--- config.mk ---
export PLATFORM = sky130hd
export DESIGN_NAME = fpsi_top
export DESIGN_NICKNAME = d
export VERILOG_FILES = /design/src/logic/fpsi_pkg.sv /design/src/logic/fpsi_remap.sv /design/src/logic/fpsi_top.sv
export SDC_FILE = /design/constraint.sdc
export NUM_CORES = 1
export LEC_CHECK = 0
export BUFFER_PORTS_ARGS = -buffer_cell sky130_fd_sc_hd__buf_2
export CAP_MARGIN = 20
export CORE_ASPECT_RATIO = 1.75
export CORE_UTILIZATION = 58
export CTS_CLUSTER_DIAMETER = 200
export DETAILED_ROUTE_END_ITERATION = 8
export PLACE_DENSITY = 0.87
export SLEW_MARGIN = 20
export SYNTH_ARGS = -nofsm -noshare
export SYNTH_HDL_FRONTEND = slang
export SYNTH_SLANG_ARGS = --single-unit
--- constraint.sdc ---
create_clock -name clk -period 4.2 [get_ports clk]
set_input_delay 0.42 -clock clk [delete_from_list [all_inputs] [get_ports clk]]
set_output_delay 0.42 -clock clk [all_outputs]
set_load 0.02 [all_outputs]
--- src/logic/fpsi_pkg.sv ---
// Constants for the flash programming register front end
// Notes on behaviour
// Status register is read-only; bits 7..5 show the active security lock option.
// Status bit 3 is high while busy, low when next burst program may start; the code drops it in the burst gap but accepts commands only in FPSI_IDLE.
// Status bit 2 is high until the last command, burst included, fully completes.
// Config bit 7 makes the 4 KByte upper block visible at F000-FFFF.
// Config bit 6 enables run-time flash commands; when low they are ignored.
// Every reset loads config bits 1..0 from the nonvolatile remap bits; the code loads their inverse on the first clock after reset.
// Remap field: 00 none, 01 1K, 10 2K, 11 4K redirected to F000h.
// Software remap writes act at run time and never touch nonvolatile bits.
// Command bit 7 turns interrupt line one into a completion signal, masking the pin.
// Codes 01h chip erase, 06h burst program, 0Bh sector erase start operations.
// Codes 0Ch byte verify, 0Dh block erase, 0Eh byte program.
// Any other command code starts nothing.
// Byte verify answers in one cycle and never raises the completion interrupt.
// Software gives address low byte then high byte in two registers.
// Data register holds program byte, and the read byte after verify.
// Software polls busy or waits for completion before new commands.
package fpsi_pkg;
    localparam logic [7:0] FPSI_ADDR_CONFIG = 8'hB1;
    localparam logic [7:0] FPSI_ADDR_COMMAND = 8'hB2;
    localparam logic [7:0] FPSI_ADDR_ADDR_LOW = 8'hB3;
    localparam logic [7:0] FPSI_ADDR_ADDR_HIGH = 8'hB4;
    localparam logic [7:0] FPSI_ADDR_DATA = 8'hB5;
    localparam logic [7:0] FPSI_ADDR_STATUS = 8'hB6;
    localparam int FPSI_CFG_VISIBLE_BIT = 7;
    localparam int FPSI_CFG_CMD_ENABLE_BIT = 6;
    localparam int FPSI_CMD_IRQ_ENABLE_BIT = 7;
    localparam int FPSI_ST_BUSY_BIT = 3;
    localparam int FPSI_ST_FLASH_BUSY_BIT = 2;
    localparam int FPSI_ST_LOCK_LSB = 5;
    localparam logic [7:0] FPSI_RESET_COMMAND = 8'h00;
    localparam logic [7:0] FPSI_RESET_BYTE = 8'h00;
    localparam logic [6:0] FPSI_OP_CHIP_ERASE = 7'h01;
    localparam logic [6:0] FPSI_OP_BURST_PROGRAM = 7'h06;
    localparam logic [6:0] FPSI_OP_SECTOR_ERASE = 7'h0B;
    localparam logic [6:0] FPSI_OP_BYTE_VERIFY = 7'h0C;
    localparam logic [6:0] FPSI_OP_BLOCK_ERASE = 7'h0D;
    localparam logic [6:0] FPSI_OP_BYTE_PROGRAM = 7'h0E;
    localparam logic [15:0] FPSI_UPPER_BASE = 16'hF000;
    localparam logic [15:0] FPSI_REMAP_1K_TOP = 16'h03FF;
    localparam logic [15:0] FPSI_REMAP_2K_TOP = 16'h07FF;
    localparam logic [15:0] FPSI_REMAP_4K_TOP = 16'h0FFF;
    typedef enum logic [1:0] {FPSI_IDLE, FPSI_RUN, FPSI_BURST_GAP} fpsi_state_e;
    function automatic logic fpsi_cmd_valid(input logic [6:0] code);
        return code == FPSI_OP_CHIP_ERASE || code == FPSI_OP_BURST_PROGRAM
            || code == FPSI_OP_SECTOR_ERASE || code == FPSI_OP_BYTE_VERIFY
            || code == FPSI_OP_BLOCK_ERASE || code == FPSI_OP_BYTE_PROGRAM;
    endfunction
endpackage

--- src/logic/fpsi_remap.sv ---
// Program fetch address remapping and upper block visibility
`timescale 1ns/100ps
`default_nettype none
module fpsi_remap
(
    // Control
    input wire logic [1:0] remap_size,
    input wire logic upper_block_visible,
    // Fetch
    input wire logic [15:0] fetch_addr,
    output logic [15:0] mapped_addr,
    output logic upper_block_select
);
    import fpsi_pkg::*;
    logic [15:0] top;
    // remap window
    always_comb
    begin
        case (remap_size)
            2'b01: top = FPSI_REMAP_1K_TOP;
            2'b10: top = FPSI_REMAP_2K_TOP;
            2'b11: top = FPSI_REMAP_4K_TOP;
            default: top = 16'h0000;
        endcase
        if (remap_size != 2'b00 && fetch_addr <= top)
            mapped_addr = FPSI_UPPER_BASE | fetch_addr;
        else
            mapped_addr = fetch_addr;
    end
    // upper block visible
    assign upper_block_select = upper_block_visible && (mapped_addr >= FPSI_UPPER_BASE);
endmodule
`default_nettype wire

--- src/logic/fpsi_top.sv ---
// Flash programming register front end
`timescale 1ns/100ps
`default_nettype none
module fpsi_top
#(
    parameter int OP_CYCLES = 64,
    parameter int BURST_GAP_CYCLES = 4
)
(
    // Clock and reset
    input wire logic clk,
    input wire logic rst_n,
    // Register port
    input wire logic [7:0] reg_addr,
    input wire logic reg_write,
    input wire logic [7:0] reg_wdata,
    output logic [7:0] reg_rdata,
    // Nonvolatile and lock inputs
    input wire logic [1:0] nonvolatile_remap_bits,
    input wire logic [2:0] security_lock_bits,
    // Flash array side
    input wire logic [7:0] flash_read_byte,
    output logic flash_start,
    output logic [6:0] flash_op,
    output logic [15:0] flash_addr,
    output logic [7:0] flash_wbyte,
    // Interrupt line one
    input wire logic external_interrupt_line_one,
    output logic external_interrupt_line_one_out,
    // Program fetch
    input wire logic [15:0] fetch_addr,
    output logic [15:0] mapped_addr,
    output logic upper_block_select
);
    import fpsi_pkg::*;
    logic [7:0] command;
    logic [7:0] addr_low;
    logic [7:0] addr_high;
    logic [7:0] data;
    logic upper_block_visible;
    logic runtime_command_enable;
    logic [1:0] remap_size;
    logic remap_loaded;
    logic [2:0] pin_sync;
    logic pin_level;
    fpsi_state_e state;
    logic [15:0] count;
    logic burst_op;
    logic done_flag;
    logic completion_irq_enable;
    logic [6:0] command_code;
    logic cmd_write;
    logic go;
    logic verify_go;
    logic busy;
    logic flash_busy;
    assign completion_irq_enable = command[FPSI_CMD_IRQ_ENABLE_BIT];
    assign command_code = command[6:0];
    assign cmd_write = reg_write && reg_addr == FPSI_ADDR_COMMAND;
    // command acceptance
    assign go = cmd_write && runtime_command_enable && fpsi_cmd_valid(reg_wdata[6:0])
        && state == FPSI_IDLE;
    // verify is immediate
    assign verify_go = go && reg_wdata[6:0] == FPSI_OP_BYTE_VERIFY;
    // ----------------------------------------
    // Register writes
    // ----------------------------------------
    always_ff @(posedge clk or negedge rst_n)
    begin
        if (!rst_n)
        begin
            command <= FPSI_RESET_COMMAND;
            addr_low <= FPSI_RESET_BYTE;
            addr_high <= FPSI_RESET_BYTE;
        end
        else if (reg_write)
        begin
            if (reg_addr == FPSI_ADDR_COMMAND)
                command <= reg_wdata;
            else if (reg_addr == FPSI_ADDR_ADDR_LOW)
                addr_low <= reg_wdata;
            else if (reg_addr == FPSI_ADDR_ADDR_HIGH)
                addr_high <= reg_wdata;
        end
    end
    // data mailbox
    always_ff @(posedge clk or negedge rst_n)
    begin
        if (!rst_n)
            data <= FPSI_RESET_BYTE;
        else if (verify_go)
            data <= flash_read_byte;
        else if (reg_write && reg_addr == FPSI_ADDR_DATA)
            data <= reg_wdata;
    end
    always_ff @(posedge clk or negedge rst_n)
    begin
        if (!rst_n)
        begin
            upper_block_visible <= 1'b0;
            runtime_command_enable <= 1'b0;
        end
        else if (reg_write && reg_addr == FPSI_ADDR_CONFIG)
        begin
            upper_block_visible <= reg_wdata[FPSI_CFG_VISIBLE_BIT];
            runtime_command_enable <= reg_wdata[FPSI_CFG_CMD_ENABLE_BIT];
        end
    end
    // remap load after reset, software override
    always_ff @(posedge clk or negedge rst_n)
    begin
        if (!rst_n)
        begin
            remap_size <= 2'b00;
            remap_loaded <= 1'b0;
        end
        else if (!remap_loaded)
        begin
            remap_size <= ~nonvolatile_remap_bits;
            remap_loaded <= 1'b1;
        end
        else if (reg_write && reg_addr == FPSI_ADDR_CONFIG)
            remap_size <= reg_wdata[1:0];
    end
    // ----------------------------------------
    // Operation sequencer
    // ----------------------------------------
    always_ff @(posedge clk or negedge rst_n)
    begin
        if (!rst_n)
        begin
            state <= FPSI_IDLE;
            count <= 16'h0000;
            burst_op <= 1'b0;
        end
        else
        begin
            case (state)
                FPSI_IDLE:
                    if (go && !verify_go)
                    begin
                        state <= FPSI_RUN;
                        count <= 16'(OP_CYCLES - 1);
                        burst_op <= reg_wdata[6:0] == FPSI_OP_BURST_PROGRAM;
                    end
                FPSI_RUN:
                    if (count != 16'h0000)
                        count <= count - 16'h0001;
                    else if (burst_op)
                    begin
                        state <= FPSI_BURST_GAP;
                        count <= 16'(BURST_GAP_CYCLES - 1);
                    end
                    else
                        state <= FPSI_IDLE;
                FPSI_BURST_GAP:
                    if (count != 16'h0000)
                        count <= count - 16'h0001;
                    else
                        state <= FPSI_IDLE;
                default:
                    state <= FPSI_IDLE;
            endcase
        end
    end
    // busy flags
    assign busy = state == FPSI_RUN;
    assign flash_busy = state != FPSI_IDLE;
    // completion flag, set wins over clear
    always_ff @(posedge clk or negedge rst_n)
    begin
        if (!rst_n)
            done_flag <= 1'b0;
        else if (state != FPSI_IDLE && count == 16'h0000 && !(state == FPSI_RUN && burst_op))
            done_flag <= 1'b1;
        else if (cmd_write)
            done_flag <= 1'b0;
    end
    always_ff @(posedge clk or negedge rst_n)
    begin
        if (!rst_n)
            pin_sync <= 3'b111;
        else
            pin_sync <= {pin_sync[1:0], external_interrupt_line_one};
    end
    always_ff @(posedge clk or negedge rst_n)
    begin
        if (!rst_n)
            pin_level <= 1'b1;
        else if (pin_sync[2] == pin_sync[1])
            pin_level <= pin_sync[2];
    end
    // line one reassignment, active low
    assign external_interrupt_line_one_out = completion_irq_enable ? ~done_flag : pin_level;
    // target address
    assign flash_addr = {addr_high, addr_low};
    assign flash_wbyte = data;
    assign flash_op = command_code;
    assign flash_start = go;
    // read mux
    always_comb
    begin
        if (reg_addr == FPSI_ADDR_CONFIG)
            reg_rdata = {upper_block_visible, runtime_command_enable, 4'h0, remap_size};
        else if (reg_addr == FPSI_ADDR_COMMAND)
            reg_rdata = command;
        else if (reg_addr == FPSI_ADDR_ADDR_LOW)
            reg_rdata = addr_low;
        else if (reg_addr == FPSI_ADDR_ADDR_HIGH)
            reg_rdata = addr_high;
        else if (reg_addr == FPSI_ADDR_DATA)
            reg_rdata = data;
        else if (reg_addr == FPSI_ADDR_STATUS)
            reg_rdata = {security_lock_bits, 1'b0, busy, flash_busy, 2'b00};
        else
            reg_rdata = 8'h00;
    end
    fpsi_remap u_remap
    (
        .remap_size(remap_size),
        .upper_block_visible(upper_block_visible),
        .fetch_addr(fetch_addr),
        .mapped_addr(mapped_addr),
        .upper_block_select(upper_block_select)
    );
    // ----------------------------------------
    // Checks
    // ----------------------------------------
    property p_verify_data;
        @(posedge clk) disable iff (!rst_n) verify_go |=> data == $past(flash_read_byte);
    endproperty
    a_verify_data: assert property (p_verify_data) else $error("verify byte not stored");
    property p_verify_idle;
        @(posedge clk) disable iff (!rst_n) verify_go |=> state == FPSI_IDLE && !done_flag;
    endproperty
    a_verify_idle: assert property (p_verify_idle) else $error("verify raised busy or done");
    property p_gate;
        @(posedge clk) disable iff (!rst_n) cmd_write && !runtime_command_enable |-> !go;
    endproperty
    a_gate: assert property (p_gate) else $error("disabled command accepted");
    property p_reserved;
        @(posedge clk) disable iff (!rst_n) cmd_write && !fpsi_cmd_valid(reg_wdata[6:0]) |-> !flash_start;
    endproperty
    a_reserved: assert property (p_reserved) else $error("reserved code started");
    property p_busy_order;
        @(posedge clk) disable iff (!rst_n) busy |-> flash_busy;
    endproperty
    a_busy_order: assert property (p_busy_order) else $error("busy without flash busy");
    property p_start_busy;
        @(posedge clk) disable iff (!rst_n) go && !verify_go |=> busy && flash_busy;
    endproperty
    a_start_busy: assert property (p_start_busy) else $error("busy not raised");
    property p_external_interrupt_line_one;
        @(posedge clk) disable iff (!rst_n) completion_irq_enable |-> external_interrupt_line_one_out == !done_flag;
    endproperty
    a_external_interrupt_line_one: assert property (p_external_interrupt_line_one) else $error("line one not reassigned");
    property p_remap_hold;
        @(posedge clk) disable iff (!rst_n)
            remap_loaded && !(reg_write && reg_addr == FPSI_ADDR_CONFIG) |=> $stable(remap_size);
    endproperty
    a_remap_hold: assert property (p_remap_hold) else $error("remap changed alone");
    property p_status_lock;
        @(posedge clk) disable iff (!rst_n)
            reg_addr == FPSI_ADDR_STATUS |-> reg_rdata[7:5] == security_lock_bits;
    endproperty
    a_status_lock: assert property (p_status_lock) else $error("lock bits wrong");
    c_burst: cover property (@(posedge clk) disable iff (!rst_n) state == FPSI_BURST_GAP);
    c_verify: cover property (@(posedge clk) disable iff (!rst_n) verify_go);
    c_done_irq: cover property (@(posedge clk) disable iff (!rst_n) completion_irq_enable && done_flag);
endmodule
`default_nettype wire

* Word-level counts from Yosys, hierarchy flattened
Cells that the tools add are included.
** Cells by class
- Equal/unequal tests :: 24
- Reductions and logical operators :: 34
- Mux-type cells :: 25
- Add/subtract/negate cells :: 1
- Bitwise gates (word level) :: 4
- Order comparisons :: 2
** Operators by type and width (number)
- two-way mux 16 bit :: 5
- two-way mux 8 bit :: 8
- equality test 8 bit (second input constant) :: 6
- one-hot mux 16 bit (3 select lines) :: 1
- one-hot mux 12 bit (3 select lines) :: 1
- equality test 7 x 4 -> 1 bit (second input constant) :: 4
- >= comparator 16 bit (second input constant) :: 1
- less-or-equal comparator 16 x 12 -> 1 bit :: 1
- zero test 16 bit :: 1
- nonzero test 16 bit :: 1
- subtractor 16 x 1 -> 16 bit (second input constant) :: 1
- logical AND 1 bit :: 13
- two-way mux 2 bit :: 6
- AND reduction 4 bit :: 2
- nonzero test 2 bit :: 4
- equality test 7 x 1 -> 1 bit (second input constant) :: 1
- equality test 7 x 3 -> 1 bit (second input constant) :: 1
- equality test 2 bit (second input constant) :: 3
- inequality test 2 bit (second input constant) :: 3
- one-hot mux 2 bit (3 select lines) :: 1
- AND reduction 3 bit :: 2
- logical OR 1 bit :: 5
- equality test 2 x 1 -> 1 bit (second input constant) :: 2
- inequality test 2 x 1 -> 1 bit (second input constant) :: 2
- 9 further kinds :: 15
** Storage, ports and cells
- Input bits :: 49
- Bits in registers :: 61
- Logic and storage cells :: 104

* Depth between registers and ports, before layout
- Depth after elaboration :: 13
- Depth in mapped cells :: 9
- Gate-level depth less buffers :: 7

* Hierarchy
Synthesis repeated with hierarchy kept, for this count alone.
** Unflattened totals
- Cells, all modules :: 398
- Area total of the unflattened synthesis :: 3921.3 um^2
** Modules (own cells, without submodules)
- fpsi_top :: area an instance 3442.1 um^2, cells an instance 336, instances 1
- fpsi_remap :: area an instance 479.2 um^2, cells an instance 62, instances 1

* Least setup slack after synthesis
OpenSTA, ideal clock, no wires.
- Path kind :: register -> output
- Start point :: register remap_size[0]
- End point :: output upper_block_select
- Cell stages (with the launch flop) :: 8
- Arrival :: 2225 ps
- Path slack :: 1555 ps
- Required time :: 3780 ps
- Path through :: dfrtp_1 nor2_1 ha_1 a21oi_1 o21ai_0 nor3_1 a32oi_1 a21boi_0
** On the way
- Cells in the longest elaborated chain, start to end :: 7
** Ends and longest elaborated chain
- from (decl) :: RTL line fpsi_top.sv:42 : logic [1:0] remap_size;
- from (signal assigned) :: RTL line fpsi_top.sv:119 : remap_size <= ~nonvolatile_remap_bits;
- from (signal assigned) :: RTL line fpsi_top.sv:123 : remap_size <= reg_wdata[1:0];
- equality test 2 bit or equality test 2 x 1 -> 1 bit (tied branches) :: RTL line fpsi_remap.sv:19 : case (remap_size)
- one-hot mux 12 bit (3 select lines) :: RTL line fpsi_remap.sv:19
- less-or-equal comparator 16 x 12 -> 1 bit :: RTL line fpsi_remap.sv:25 : if (remap_size != 2'b00 && fetch_addr <= top)
- logical AND 1 bit (*) :: RTL line fpsi_remap.sv:25
- two-way mux 16 bit (*) :: RTL line fpsi_remap.sv:25
- >= comparator 16 bit (*) :: RTL line fpsi_remap.sv:31 : assign upper_block_select = upper_block_visible && (mapped_addr >= FPSI_UPPER_BASE);
- logical AND 1 bit (*) :: RTL line fpsi_remap.sv:31
- to (decl) :: RTL line fpsi_top.sv:33 : output logic upper_block_select
Mark *: on every way between the ends. The rest lies on a longest branch, timed or not.

* Worst setup path in the final report
- Start point :: register remap_size[1]
- End point :: output upper_block_select
Same word-level chain as after synthesis.

==> parameters.txt <==
Parameter                              Value

Status
  Run status ... finished clean

Die
  Total Die Area ... 0.007335 mm2
  Die Y ... about 110 um
  Starting density of the core ... 0.5950
  Area of the core region ... around 0.007 mm2
  Die width ... ~65 um
  Core Rows ... 40
  I/O pins ... roughly 110

Clock tree
  Clock insertion delay at the later pin of the skew report ... about 0.33 ns
  Number of buffers inserted during clock tree synthesis ... 9
  # clock sinks ... 61
  TritonCTS clock tree ... yes
  Clock buffer depth ... 2
  Number of H-tree levels ... 3
  Hold buffer count at CTS ... 0
  Root buffer selected by CTS ... sky130_fd_sc_hd__clkbuf_16
  Post-CTS Resized ... 0
  Clock transition time at the flip-flop clock pins of the worst setup and hold paths ... roughly 0.050 ns
  Post-CTS repair timing setup buffer count ... 0

Worst hold path
  Worst Hold Class ... input port to register

Synthesis
  Post-synth EDFFs ... 0
  Proportion of synthesized area in mux cells ... 0.07631
  Cell area after technology mapping ... 0.004050 mm2
  Post-synth ARST share ... 1.000
  Synthesized-area fraction occupied by and/or/nand/nor cells ... 0.2076
  Number of storage elements in the synthesis netlist ... approximately 60
  Xor and xnor area share after synthesis ... 0.002162
  Share of the synthesized area in compound gates (AO/OA/AOI/OAI) ... 0.2122
  Net count after synthesis ... approximately 500
  Library cells used by synthesis ... 72
  Top_reg_cell synth ... sky130_fd_sc_hd__dfrtp_1
  Yosys warns ... 0
  Share of synthesized area occupied by flip-flops and latches ... 0.3781
  Main combinational cell family by area after synthesis ... compound AO/OA/AOI/OAI gates
  Average instance area after synthesis ... a little over 9 um2
  Adder and majority gate portion of the synthesized area ... 0.04263
  Syn Inst Count ... 442

Timing
  Period utilization ... 0.7691
  RSZ-0062 raised after global routing ... false
  Clk_skew ... approximately 0.0049 ns
  Post-layout min period ... ~3.2 ns
  Slew HR ... 0.3940
  Final slew viol count ... 0
  Final setup vio count ... 0
  Slew at the pin closest to its max-slew limit ... approximately 0.90 ns
  Hold Vio Cnt, Final ... 0
  Setup TNS after final layout ... 0 ns
  Fmax achieved ... 0.3096 GHz

Cells and area
  Count of inserted antenna diode cells ... 0
  Area added between synthesis and finish ... 17.18%
  Layout Cell Area excl Fill ... roughly 0.0047 mm2
  Number of nets in the final layout ... between 500 and 600
  Proportion of layout cells with a drive suffix above 1 ... 0.3017

Critical path
  Crit path buf inv count ... 1
  Class of the most critical setup path ... register to output port
  Data arrival at the endpoint of the critical path ... around 2.8 ns
  Max stage delay cell, worst path ... sky130_fd_sc_hd__nor2_1
  Endpoint kind of the worst setup timing path ... output port
  Critical Path Source Type ... register
  Top fanout value on the critical path ... 11
  Largest stage delay on the critical path ... between 0.5 and 0.6 ns
  Dominant delay contributor by cell family on the critical path ... compound AO/OA/AOI/OAI gates
  Ordered cell list for the critical path ... nor2_1 > ha_1 > and2_0 > o22ai_1 > a221o_1 > a32oi_1 > a21boi_0 > buf_2
  Critical path required time ... 3.78 ns

Placed design
  Total of buffers placed on input and output ports ... about 110
  Post-detailed-placement half-perimeter wirelength ... about 8200 um
  Placement Cell Area ... 0.004467 mm2
  Routability-driven placement congestion ratio ... 0.8829

Route
  Residual DRC count ... 0
  First-pass iteration count of the detailed router ... 5
  Routed WL ... roughly 11000 um
  DR vias ... slightly below 4000
  Wire per inst ... between 15 and 20 um
  Ratio of routed vias to standard cells ... about 6.4
  Post-detailed-route count of antenna-violating nets ... 0
  DRT iter0 DRCs ... about 440

Power and ir drop
  Power Dens Cells ... roughly 320 mW/mm2
  Share of total power in the clock network ... 0.453
  Power Internal ... around 1100 uW
  Net Sw Power ... around 400 uW
  Power, Total ... between 1500 and 2000 uW
  Switching Share ... 0.2658
  Worst vdd rail ir drop ... 0.0002629 V
  Leak pwr ... between 0.002 and 0.0025 uW
  Logic gate share of total power ... 0.131
  Seq pwr share ... 0.416

Global route
  First-pass GRT wire length ... about 18000 um
  Number of global-route vias before repair ... roughly 3800
  Initial antenna violation count ... 0
  Pin count of the biggest net entering global routing ... 62
  Grt ovf ... 0
  GR Util All Layers ... 0.3190

Flow run
  Count of maximum capacitance violations ... 0
cells by family after synthesis:
| kind of cell | Yosys count |
|---|---|
| mux | 29 |
| simple gates | 156 |
| other cells | 1 |
| flops | 61 |
| xor+xnor | 1 |
| buf+inv | 62 |
| fa+ha+maj | 14 |
| compound gates | 118 |
Yosys cell counts (3+ instances only):
cell / instances / share of area
sky130_fd_sc_hd__a211oi_1: 8 / 0.015
sky130_fd_sc_hd__a21o_1: 5 / 0.0093
sky130_fd_sc_hd__a21oi_1: 17 / 0.021
sky130_fd_sc_hd__a221oi_1: 3 / 0.0065
sky130_fd_sc_hd__a22o_1: 8 / 0.017
sky130_fd_sc_hd__a31oi_1: 3 / 0.0046
sky130_fd_sc_hd__a32oi_1: 6 / 0.013
sky130_fd_sc_hd__and3_1: 4 / 0.0062
sky130_fd_sc_hd__buf_1: 3 / 0.0028
sky130_fd_sc_hd__buf_2: 4 / 0.0049
sky130_fd_sc_hd__buf_4: 19 / 0.035
sky130_fd_sc_hd__clkbuf_1: 12 / 0.011
sky130_fd_sc_hd__dfrtp_1: 57 / 0.35
sky130_fd_sc_hd__dfstp_2: 4 / 0.026
sky130_fd_sc_hd__ha_1: 13 / 0.040
sky130_fd_sc_hd__inv_1: 21 / 0.019
sky130_fd_sc_hd__mux2_2: 15 / 0.042
sky130_fd_sc_hd__mux2i_1: 14 / 0.035
sky130_fd_sc_hd__nand2_1: 42 / 0.039
sky130_fd_sc_hd__nand2b_1: 11 / 0.017
sky130_fd_sc_hd__nand3_1: 14 / 0.017
sky130_fd_sc_hd__nand3b_1: 4 / 0.0074
sky130_fd_sc_hd__nand4_1: 6 / 0.0093
sky130_fd_sc_hd__nor2_1: 25 / 0.023
sky130_fd_sc_hd__nor2b_1: 4 / 0.0062
sky130_fd_sc_hd__nor3_1: 16 / 0.020
sky130_fd_sc_hd__nor4_1: 6 / 0.0093
sky130_fd_sc_hd__o211ai_1: 3 / 0.0056
sky130_fd_sc_hd__o21a_1: 6 / 0.011
sky130_fd_sc_hd__o21ai_0: 22 / 0.027
sky130_fd_sc_hd__o22ai_1: 5 / 0.0077
sky130_fd_sc_hd__o2bb2ai_1: 4 / 0.0086
sky130_fd_sc_hd__o31ai_1: 4 / 0.0074
sky130_fd_sc_hd__or3_1: 5 / 0.0077
sky130_fd_sc_hd__or4_4: 3 / 0.0083
path summary, 6_finish.rpt:
| path | start | end | slack [ns] | cells after the start |
|---|---|---|---|---|
| min | external_interrupt_line_one | pin_sync[0] | 0.19 | 1 |
| max in group asynchronous | rst_n | addr_low[6] | 3.43 | 2 |
| max reg2reg | state[0] | count[5] | 1.49 | 7 |
| max | remap_size[1] | upper_block_select | 0.97 | 8 |
| min reg2reg | pin_sync[0] | pin_sync[1] | 0.36 | 0 |
| min in group asynchronous | rst_n | addr_low[3] | 0.26 | 2 |
layer usage:
metal	up-vias	global-route usage	part of all wire
met1	1881	0.3423	0.37
met4	0	0.1899	0.046
met2	204	0.5519	0.52
met3	49	0.07317	0.063
li1	1786	-	-
met5	-	0	0
power by group through the flow:
stage | Combinational (uW) | Clock [uW] | Sequential (uW)
2_1_floorplan | 111 | 0 | 648
3_5_place_dp | 197 | 0 | 640
6_report | 199 | 687 | 631
5_1_grt | 219 | 724 | 632
3_3_place_gp | 189 | 0 | 639
4_1_cts | 198 | 691 | 630
worst register-to-register path: stages (launching register included):
cell and delay, ns:
sky130_fd_sc_hd__dfrtp_1 0.39, sky130_fd_sc_hd__inv_1 0.08, sky130_fd_sc_hd__ha_1 0.31, sky130_fd_sc_hd__nor2_1 0.50
sky130_fd_sc_hd__nor2_1 0.11, sky130_fd_sc_hd__a31oi_1 0.69, sky130_fd_sc_hd__nor2_1 0.25, sky130_fd_sc_hd__a22o_1 0.26
layout make-up:
| type | count | area, um2 |
|---|---|---|
| multi-input cells | 319 | 2195 |
| fillers | 517 | 2061 |
| flip-flops and latches | 61 | 1531 |
| repair buffers | 109 | 553.0 |
| clock buffers | 12 | 256.5 |
| well taps | 84 | 105.1 |
| inverters | 22 | 82.58 |
| clock inverters | 4 | 22.52 |
metrics by stage:
stage	cells	setup slack [ns]	hold WS [ns]	utilization
2_1_floorplan	442	1.555	0.1244	-
3_3_place_gp	595	1.474	0.3458	0.6563
3_5_place_dp	595	1.351	0.3468	0.6563
4_1_cts	611	0.9958	0.1895	0.6972
5_1_grt	611	0.7624	0.1798	0.6972
6_report	611	0.9700	0.1937	0.6972
state kept, by name, summed over array words and instances, names as in the netlist, 2 cells and up:
register     count
pin_sync         3
command          8
addr_low         8
remap_size       2
flash_wbyte      8
state            2
count           16
addr_high        8
placed cells by master (no fill, tap or decap), drive strengths merged, types with 3 or more instances in the layout:
master | Yosys | final
nor3 | 18 | 18
dfstp | 4 | 4
buf | 28 | 109
nand2 | 42 | 42
nand2b | 11 | 11
or4 | 5 | 5
clkinv | 0 | 3
o31ai | 4 | 4
a32oi | 6 | 6
o21ai | 23 | 23
o2bb2ai | 4 | 4
o211ai | 3 | 3
nand3b | 4 | 4
inv | 22 | 22
a22o | 8 | 8
o21a | 6 | 6
a211oi | 8 | 8
ha | 13 | 13
o22ai | 5 | 5
clkbuf | 12 | 12
mux2i | 14 | 14
nor4 | 8 | 8
a21o | 5 | 5
nor2b | 4 | 4
nand3 | 14 | 14
nand4 | 7 | 7
nor2 | 25 | 25
a221oi | 3 | 3
or3 | 5 | 5
a21oi | 17 | 17
dfrtp | 57 | 57
and3 | 4 | 4
o31a | 3 | 3
a31oi | 3 | 3
mux2 | 15 | 15
Power figures use the tool's default switching activity.
